==> src/cshg_pkg.sv <==
// constants and types for the chopper sample-and-hold timing block
package cshg_pkg;
  // phase-locked clock runs at this multiple of the slot frequency
  localparam int unsigned CSHG_PLL_MULT = 10;
  // middle ticks of a slot half-period during which a gate may open
  localparam int unsigned CSHG_GATE_FIRST = 1;
  localparam int unsigned CSHG_GATE_LEN = 3;
  localparam int unsigned CSHG_CNT_W = 8;
  // synthetic detector waveform: low in each slot-low half and for the first ticks of each slot-high half, then high
  localparam int unsigned CSHG_TEST_EDGE = 2;
  localparam logic [3:0] CSHG_GATES_OFF = 4'h0;
  localparam logic [1:0] CSHG_GATE_SIG_WIN = 2'h0;
  localparam logic [1:0] CSHG_GATE_SIG_BASE = 2'h1;
  localparam logic [1:0] CSHG_GATE_CMP_WIN = 2'h2;
  localparam logic [1:0] CSHG_GATE_CMP_BASE = 2'h3;

  typedef enum logic [1:0] {
    CSHG_ST_RUN,
    CSHG_ST_DARK,
    CSHG_ST_ETEST
  } cshg_mode_t;
endpackage : cshg_pkg

==> src/cshg_sync.sv <==
// two-stage synchroniser with edge outputs taken after the second stage
`timescale 1ns/1ps
`default_nettype none
module cshg_sync (
  input wire logic clk_i,
  input wire logic rst_n_i,
  input wire logic async_i,
  output logic level_o,
  output logic rise_o,
  output logic fall_o
);
  logic meta_r;
  logic sync_r;
  logic prev_r;

  always_ff @(posedge clk_i or negedge rst_n_i) begin
    if (!rst_n_i) begin
      meta_r <= 1'b0;
      sync_r <= 1'b0;
      prev_r <= 1'b0;
    end else begin
      meta_r <= async_i;
      sync_r <= meta_r;
      prev_r <= sync_r;
    end
  end

  assign level_o = sync_r;
  assign rise_o = sync_r & ~prev_r;
  assign fall_o = ~sync_r & prev_r;
endmodule : cshg_sync
`default_nettype wire

==> src/cshg_timing.sv <==
// sample-and-hold gate timing, sensor indicators and test switches
// Notes on behaviour
// - one gate from half-turn and slot level
// - four gate outputs from two sensors only
// - timed by clock at ten times slot
// - gates open only mid-pulse, closed at edges
// - phase LED follows half-turn sensor
// - slot LED follows slot sensor
// - dark calibration opens detector input switch
// - electrical test injects known synthetic waveform
`timescale 1ns/1ps
`default_nettype none
module cshg_timing
  import cshg_pkg::*;
#(
  parameter int unsigned GATE_FIRST = CSHG_GATE_FIRST,
  parameter int unsigned GATE_LEN = CSHG_GATE_LEN
) (
  input wire logic clk_i,
  input wire logic rst_n_i,
  input wire logic phase_sense_i,
  input wire logic slot_sense_i,
  input wire logic dark_cal_i,
  input wire logic elec_test_i,
  output logic sig_win_gate_o,
  output logic sig_base_gate_o,
  output logic cmp_win_gate_o,
  output logic cmp_base_gate_o,
  output logic phase_indicator_led_o,
  output logic slot_indicator_led_o,
  output logic det_switch_closed_o,
  output logic test_inject_o,
  output logic test_wave_o
);
  logic phase_lvl;
  logic slot_lvl;
  logic slot_rise;
  logic slot_fall;
  logic slot_edge;
  logic [CSHG_CNT_W-1:0] tick_r;
  logic [3:0] gates_r;
  logic [3:0] gates_nxt;
  logic win_open;
  logic led_phase_r;
  logic led_slot_r;
  logic dark_r;
  logic inject_r;
  logic wave_r;
  cshg_mode_t mode_r;
  cshg_mode_t mode_nxt;

  // the pll output is clk_i itself; inputs are resynchronised to it
  cshg_sync u_phase_sync (
    .clk_i(clk_i),
    .rst_n_i(rst_n_i),
    .async_i(phase_sense_i),
    .level_o(phase_lvl),
    .rise_o(),
    .fall_o()
  );

  cshg_sync u_slot_sync (
    .clk_i(clk_i),
    .rst_n_i(rst_n_i),
    .async_i(slot_sense_i),
    .level_o(slot_lvl),
    .rise_o(slot_rise),
    .fall_o(slot_fall)
  );

  function automatic logic in_window(input logic [CSHG_CNT_W-1:0] t);
    in_window = (t >= CSHG_CNT_W'(GATE_FIRST)) && (t < CSHG_CNT_W'(GATE_FIRST + GATE_LEN));
  endfunction : in_window

  assign slot_edge = slot_rise | slot_fall;

  // ticks restart at each slot edge; with ten ticks per period each half holds five
  // reset parks the count past the window: no gate before the first slot edge is seen
  always_ff @(posedge clk_i or negedge rst_n_i) begin
    if (!rst_n_i) begin
      tick_r <= '1;
    end else if (slot_edge) begin
      tick_r <= '0;
    end else if (tick_r != '1) begin
      tick_r <= tick_r + 1'b1;
    end
  end

  // edge ticks are excluded so a gate never spans a detector transition
  assign win_open = in_window(tick_r) && !slot_edge;

  always_comb begin
    gates_nxt = CSHG_GATES_OFF;
    if (win_open) begin
      unique case ({phase_lvl, slot_lvl})
        2'h3: gates_nxt[CSHG_GATE_SIG_WIN] = 1'b1;
        2'h2: gates_nxt[CSHG_GATE_SIG_BASE] = 1'b1;
        2'h1: gates_nxt[CSHG_GATE_CMP_WIN] = 1'b1;
        2'h0: gates_nxt[CSHG_GATE_CMP_BASE] = 1'b1;
      endcase
    end
  end

  always_ff @(posedge clk_i or negedge rst_n_i) begin
    if (!rst_n_i) begin
      gates_r <= CSHG_GATES_OFF;
    end else begin
      gates_r <= gates_nxt;
    end
  end

  always_ff @(posedge clk_i or negedge rst_n_i) begin
    if (!rst_n_i) begin
      led_phase_r <= 1'b0;
    end else begin
      led_phase_r <= phase_lvl;
    end
  end

  always_ff @(posedge clk_i or negedge rst_n_i) begin
    if (!rst_n_i) begin
      led_slot_r <= 1'b0;
    end else begin
      led_slot_r <= slot_lvl;
    end
  end

  // electrical test wins over dark calibration since it needs the switch open too
  always_comb begin
    if (elec_test_i) begin
      mode_nxt = CSHG_ST_ETEST;
    end else if (dark_cal_i) begin
      mode_nxt = CSHG_ST_DARK;
    end else begin
      mode_nxt = CSHG_ST_RUN;
    end
  end

  always_ff @(posedge clk_i or negedge rst_n_i) begin
    if (!rst_n_i) begin
      mode_r <= CSHG_ST_RUN;
    end else begin
      mode_r <= mode_nxt;
    end
  end

  always_ff @(posedge clk_i or negedge rst_n_i) begin
    if (!rst_n_i) begin
      dark_r <= 1'b0;
    end else begin
      dark_r <= (mode_r != CSHG_ST_RUN);
    end
  end

  always_ff @(posedge clk_i or negedge rst_n_i) begin
    if (!rst_n_i) begin
      inject_r <= 1'b0;
    end else begin
      inject_r <= (mode_r == CSHG_ST_ETEST);
    end
  end

  // synthetic pulse: rises a few ticks into each slot-high half, mimicking a real edge;
  // the edge-flag cycle still carries the old count, so it is masked to avoid a one-tick spike
  always_ff @(posedge clk_i or negedge rst_n_i) begin
    if (!rst_n_i) begin
      wave_r <= 1'b0;
    end else if (mode_r == CSHG_ST_ETEST) begin
      wave_r <= slot_lvl && !slot_edge && (tick_r >= CSHG_CNT_W'(CSHG_TEST_EDGE));
    end else begin
      wave_r <= 1'b0;
    end
  end

  assign sig_win_gate_o = gates_r[CSHG_GATE_SIG_WIN];
  assign sig_base_gate_o = gates_r[CSHG_GATE_SIG_BASE];
  assign cmp_win_gate_o = gates_r[CSHG_GATE_CMP_WIN];
  assign cmp_base_gate_o = gates_r[CSHG_GATE_CMP_BASE];
  assign phase_indicator_led_o = led_phase_r;
  assign slot_indicator_led_o = led_slot_r;
  assign det_switch_closed_o = ~dark_r;
  assign test_inject_o = inject_r;
  assign test_wave_o = wave_r;
endmodule : cshg_timing
`default_nettype wire

==> config.mk <==
export PLATFORM = sky130hd
export DESIGN_NAME = cshg_timing
export DESIGN_NICKNAME = d
export VERILOG_FILES = /design/src/cshg_pkg.sv /design/src/cshg_sync.sv /design/src/cshg_timing.sv
export SDC_FILE = /design/constraint.sdc
export NUM_CORES = 1
export LEC_CHECK = 0
export ABC_AREA = 1
export BUFFER_PORTS_ARGS = -buffer_cell sky130_fd_sc_hd__buf_2
export CORE_MARGIN = 4
export CORE_UTILIZATION = 49
export CTS_CLUSTER_DIAMETER = 40
export DETAILED_ROUTE_END_ITERATION = 10
export GPL_TIMING_DRIVEN = 0
export PLACE_DENSITY_LB_ADDON = 0.3
export SLEW_MARGIN = 20
export SYNTH_ARGS = -nofsm -noshare
export SYNTH_HDL_FRONTEND = slang
export SYNTH_HIERARCHICAL = 1
export SYNTH_SLANG_ARGS = --single-unit
==> constraint.sdc <==
create_clock -name clk_i -period 1.3 [get_ports clk_i]
set_input_delay 0.26 -clock clk_i [delete_from_list [all_inputs] [get_ports clk_i]]
set_output_delay 0.26 -clock clk_i [all_outputs]
set_load 0.02 [all_outputs]
==> results of run 1 <==
## critical path: cells and delay by family, from the launching register on
kind / cells / cell delay (ps)
flip-flops: 1 / 640
AND/OR/NAND/NOR: 5 / 380
buffers and inverters: 1 / 120
adder cells (fa/ha/maj): 1 / 180
## sequential cells by signal (all words and copies together), names as in the netlist
signal	cells
u_slot_sync/meta_r	1
test_inject_o	1
slot_indicator_led_o	1
dark_r	1
u_slot_sync/prev_r	1
gates_r	4
tick_r	8
mode_r	2
phase_indicator_led_o	1
u_phase_sync/meta_r	1
u_phase_sync/level_o	1
u_slot_sync/level_o	1
test_wave_o	1
## worst max path at each step
| stage | from | to | cells after the start | slack, ps |
|---|---|---|---|---|
| final | tick_r[1] | tick_r[6] | 7 | -70 |
| after global routing | tick_r[1] | tick_r[6] | 7 | -120 |
| after CTS | tick_r[1] | tick_r[6] | 7 | -50 |
| after detailed placement | tick_r[1] | tick_r[0] | 5 | -80 |
| after global placement | tick_r[1] | tick_r[0] | 5 | -80 |
| after floorplan | tick_r[1] | tick_r[0] | 5 | 50 |
## timing repair
action                                  4_1_cts  5_1_grt
endpoints found under the setup margin       12       13
pin swaps                                     3        7
gates resized for setup                       9       16
hold buffers                                  1        0
endpoints found under the hold margin        16        0
setup buffers                                 3        3
## metal layers
layer,vias to the layer above,track usage [%]
met1,356,14.0
met2,23,24.9
li1,382,-
met5,-,0
met4,0,6.38
met3,4,2.54
## power by group through the flow
stage	Sequential, uW	Clock, uW	Combinational, uW
2_1_floorplan	865	0	97.0
3_3_place_gp	849	0	170
3_5_place_dp	851	0	175
4_1_cts	838	536	218
5_1_grt	854	562	287
6_report	849	525	259
## area by class of cell
type	instances	area [um^2]
fill	150	659
sequential	24	612
multi-input combinational	68	409
timing repair buffer	21	125
inverter	16	62.6
tap	27	33.8
clock inverter	1	30.0
clock buffer	3	22.5
buffer	1	7.51
## metrics by stage
| step | cell area (um^2) | util [%] | setup TNS, ps | cells |
|---|---|---|---|---|
| floorplan | 1000 | - | 0 | 109 |
| global placement | 1110 | 56.5 | -318 | 150 |
| detailed placement | 1110 | 56.5 | -387 | 150 |
| CTS | 1220 | 62.2 | -228 | 158 |
| global route | 1300 | 66.4 | -828 | 161 |
| finish | 1300 | 66.4 | -190 | 161 |
==> flow_metrics.tcl, run 1 <==
set metrics [dict create \
    status "finished with violations" \
    violations "setup timing" \
    power_density_mw_per_mm2 1250 \
    p_int_uw 1230 \
    clkTransAtPathRegs_ps 130 \
    io_buffers 14 \
    grt_max_degree 25 \
    crit_type "flip-flop to flip-flop" \
    wl_met3_um 97 \
    layout_common_cells "19 x nand2_1, 17 x nor2_1, 15 x dfrtp_1" \
    switching_share_pct 24.5 \
    grt-ovfl-total 0 \
    finClkSkew_ps 4.09 \
    ant_nets 0 \
    htree_num_levels 1 \
    m1WireLength_um 726 \
    fp.dieW_um 53.3 \
    end_kind "flip-flop" \
    antenna_found_initial 0 \
    drt_iter0_drc 18 \
    cts.path.max_buffers 2 \
    post-dp-hpwl_um 1160 \
    reg2reg_slack_ps -70 \
    min_to "u_phase_sync/meta_r" \
    drv_slew 0 \
    clkLatencyLatePin_ps 310 \
    ys_warn_count 6 \
    max_cap_violations 0 \
    gr-usage-all-layers_pct 13.3 \
    top_layer_used "met4" \
    finalPower_uw 1630 \
    setup_violations 6 \
    routed-wl-met2_um 943 \
    hp-class "primary input to flip-flop" \
    holdWs_ps 50.2 \
    fp.coreArea_mm2 0.00196 \
    cp_max_fo 4 \
    syn_nets 118 \
    antennaDiodeCount 0 \
    totalWireLength_um 1790 \
    hp-start "phase_sense_i" \
    irDropWorstVdd_uv 711 \
    wl_per_cell_um 11.1 \
    netlist_area_mm2 0.00100 \
    num_rows 16 \
    hold_depth 1 \
    post-route-min-period_ps 1370 \
    r2r-start "tick_r[1]" \
    routed_via_density 4.75 \
    layout-drive-gt1-share_pct 37.3 \
    path_cells "ha_4 -> nand2_4 -> nor2_4 -> buf_4 -> nand3_1 -> nor2_1 -> nor2_1" \
    max_freq_ghz 0.730 \
    pre_cts_slack_ps -81.3 \
    synth_area_per_cell_um2 9.22 \
    cts_root_buf "clkbuf_4" \
    worstRegToRegCells 7 \
    dieArea_mm2 0.00284 \
    drcViolationCount 0 \
    r2r_end "tick_r[6]" \
    grt_pass1_vias 668 \
    cts_buffers 3 \
    grt_pass1_wl_um 2680 \
    crit_path_start_kind "flip-flop" \
    die_h_um 53.3 \
    fin_nets 144 \
    required_ps 1560 \
    syn_inst 109 \
    fin_crit_sh_pct 105 \
    cpMaxStageDelayCell "dfstp_2" \
    syn_to_final_growth_pct 29.6 \
    final_common_cell "nand2_1" \
    initial_core_util_pct 51.2 \
    power.switching_uw 401 \
    gp_congestion 0.866 \
    cpMostUsedCell "nor2_1" \
    via_count 765 \
    leakagePower_uw 0.000646 \
    crit_arrival_ps 1630 \
    cts.sinks 24 \
    rsz0062_at_grt "yes" \
    report.final.hold_viol_count 0 \
    slew-limit-headroom_pct 66.7 \
    ios 15 \
    p_comb_share_pct 15.9 \
    crit_path_max_incr_delay_ps 640 \
    power.share.clock_pct 32.1 \
    cts_tree "done" \
    finalWorstSetupSlack_ps -69.8 \
    dr.pass1.iters 4 \
    pwr-share-seq_pct 52.0 \
    tightest_slew_ps 499 \
]
Power figures use the tool's default switching activity.
==> run 2, diff against run 1 <==
--- a/config.mk
+++ b/config.mk
@@ -7,14 +7,11 @@
 export LEC_CHECK = 0
 export ABC_AREA = 1
 export BUFFER_PORTS_ARGS = -buffer_cell sky130_fd_sc_hd__buf_2
-export CORE_MARGIN = 4
-export CORE_UTILIZATION = 49
+export CORE_UTILIZATION = 48
 export CTS_CLUSTER_DIAMETER = 40
 export DETAILED_ROUTE_END_ITERATION = 10
-export GPL_TIMING_DRIVEN = 0
 export PLACE_DENSITY_LB_ADDON = 0.3
 export SLEW_MARGIN = 20
 export SYNTH_ARGS = -nofsm -noshare
 export SYNTH_HDL_FRONTEND = slang
-export SYNTH_HIERARCHICAL = 1
 export SYNTH_SLANG_ARGS = --single-unit
==> run 2 against run 1 <==
The flow still finishes with violations (setup timing). Final area down 8.5%. Critical path depth shrank 2. Register-to-register slack improved by 50 ps. Global-route usage grew 5.7 points. Die area down 20%. Worst setup slack better by 50 ps. Wire length down 3.4%. Clock skew up 1.1 ps.
==> flow_metrics.tcl, run 2 <==
set metrics [dict create \
    synth_edf_count 0 \
    max_cap_violations 0 \
    async_reset_ff_share_pct 100 \
    synth_commonest_cells "24 x nand2_1, 15 x dfrtp_1, 13 x inv_1, 13 x nor2_1, 11 x nand3_1" \
    ant_nets 0 \
    cts.sinks 23 \
    crit_path_start_kind "flip-flop" \
    rsz0062_at_grt "yes" \
    antennaDiodeCount 0 \
    p_int_uw 975 \
    ys_seq_elements 23 \
    grt_pass1_wl_um 2780 \
    htree_num_levels 1 \
    setup_violations 3 \
    io_buffers 14 \
    layout-drive-gt1-share_pct 35.4 \
    cts_root_buf "clkbuf_4" \
    syn_inst 105 \
    via_count 721 \
    gp_congestion 0.839 \
    fin_nets 138 \
    cts_tree "done" \
    cts.path.max_buffers 2 \
    power.switching_uw 382 \
    synth_top_area_share_pct 37.4 \
    synthTopCellsByArea "dfrtp_1 37%, dfstp_2 21%, nand2_1 9.0%, nand3_1 5.5%, ha_1 5.0%" \
    p_comb_share_pct 16.7 \
    crit_type "flip-flop to flip-flop" \
    layout_common_cells "23 x nand2_1, 15 x dfrtp_1, 14 x buf_2" \
    initial_core_util_pct 51.1 \
    dr.pass1.iters 4 \
    cp_max_fo 4 \
    leakagePower_uw 0.000607 \
    fin_area_mm2 0.00119 \
    grt-ovfl-total 0 \
    ys_warn_count 0 \
    finClkSkew_ps 5.23 \
    antenna_found_initial 0 \
    clkTransAtPathRegs_ps 120 \
    syn_to_final_growth_pct 18.8 \
    fin_crit_sh_pct 102 \
    synthFlopType "dfrtp_1" \
    netlist_area_mm2 0.00100 \
    num_rows 16 \
    max_freq_ghz 0.758 \
    dieArea_mm2 0.00228 \
    fp.coreArea_mm2 0.00196 \
    power.share.clock_pct 24.0 \
    final_common_cell "nand2_1" \
    violations "setup timing" \
    ios 15 \
    clkLatencyLatePin_ps 320 \
    synth.distinct_cells 19 \
    slew-limit-headroom_pct 67.3 \
    power_density_mw_per_mm2 1140 \
    pre_cts_slack_ps 7.84 \
    required_ps 1550 \
    irDropWorstVdd_uv 816 \
    pwr-share-seq_pct 59.3 \
    routed_via_density 4.68 \
    placed_cell_area_mm2 0.00111 \
    wl_per_cell_um 11.2 \
    report.final.hold_viol_count 0 \
    switching_share_pct 28.1 \
    totalWireLength_um 1730 \
    crit_arrival_ps 1570 \
    tightest_slew_ps 491 \
    reg_top3 "tick_r x8, gates_r x4, mode_r x2" \
    synth-seq-area-share_pct 58.4 \
    yosys.area.top_type "dfrtp_1" \
    end_kind "flip-flop" \
    synth_area_per_cell_um2 9.56 \
    syn_nets 115 \
    grt_max_degree 24 \
    fp.dieW_um 47.7 \
    drt_iter0_drc 19 \
    largest_register_ffs 8 \
    die_h_um 47.7 \
    finalWorstSetupSlack_ps -20.0 \
    drv_slew 0 \
    synth.most_common_cell "nand2_1" \
    post-route-min-period_ps 1320 \
    grt_pass1_vias 662 \
    hp-class "primary input to flip-flop" \
    drcViolationCount 0 \
    status "finished with violations" \
    post-dp-hpwl_um 1260 \
    fin_util_pct 60.8 \
    top_register "tick_r" \
    gr-usage-all-layers_pct 19.0 \
    cts_buffers 3 \
]
-- run 2: metal layers --
metal  global-route usage (%)  vias up  part of all wire [%]
met5                        0        -                     0
met3                     6.04        7                   4.1
met4                     14.4        0                   3.9
met2                     28.6       20                    50
li1                         -      372                     -
met1                     22.5      322                    42
-- run 2: final timing paths --
check                              startpoint                  end  slack (ps)  cells after the start
setup / recovery                    tick_r[0]           gates_r[3]         -20                      5
hold / removal                   slot_sense_i   u_slot_sync.meta_r          40                      1
setup reg to reg                    tick_r[0]           gates_r[3]         -20                      5
hold reg to reg            u_slot_sync.meta_r  u_slot_sync.level_o         360                      0
max in group asynchronous             rst_n_i            tick_r[0]         520                      2
min in group asynchronous             rst_n_i           gates_r[0]         420                      2
-- run 2: area by class of cell --
| class | count | area, um^2 |
|---|---|---|
| fillers | 181 | 769 |
| clock inverters | 1 | 5.00 |
| clock buffers | 3 | 22.5 |
| well taps | 27 | 33.8 |
| repair buffers | 18 | 106 |
| flip-flops and latches | 23 | 586 |
| inverters | 15 | 58.8 |
| multi-input cells | 67 | 380 |
-- run 2: logic make-up (layout without fill, tap and decap cells) --
family / count (synthesis) / after routing / share of synthesized area [%]
AO/OA/AOI/OAI: 5 / 5 / 3.24
adder cells (fa/ha/maj): 4 / 4 / 4.99
buffers and inverters: 15 / 37 / 5.74
flip-flops: 23 / 23 / 58.4
AND/OR/NAND/NOR: 58 / 58 / 27.7
-- run 2: what timing repair did --
| action | CTS | global route |
|---|---|---|
| endpoints found under the hold margin | 15 | 0 |
| resized for setup | 3 | 6 |
| hold buffers | 1 | 0 |
| setup endpoints to repair | 2 | 12 |
| setup buffers | 2 | 0 |
| pin swaps | 5 | 4 |
-- run 2: per-stage QoR --
| stage | power, uW | setup TNS, ps | std cells | hold slack [ps] |
|---|---|---|---|---|
| 4_1_cts | 1360 | -9.09 | 154 | 33.0 |
| 5_1_grt | 1450 | -480 | 154 | 17.0 |
| 2_1_floorplan | 927 | 0 | 105 | -35.6 |
| 3_3_place_gp | 987 | 0 | 147 | 248 |
| 6_report | 1360 | -30.6 | 154 | 42.6 |
| 3_5_place_dp | 1000 | 0 | 147 | 255 |
-- run 2: worst max-delay path, cell delays in order (launching register included) --
cell and delay [ps]:
dfstp_2 610, inv_2 80, ha_1 220, nand2_2 90, nand4_1 130, nor2_1 130
-- run 2: power groups by stage --
| stage | clock network, uW | logic [uW] | registers (uW) |
|---|---|---|---|
| 2_1_floorplan | 0 | 103 | 825 |
| 3_3_place_gp | 0 | 182 | 805 |
| 3_5_place_dp | 0 | 192 | 808 |
| 4_1_cts | 344 | 216 | 800 |
| 5_1_grt | 379 | 257 | 813 |
| 6_report | 326 | 227 | 805 |
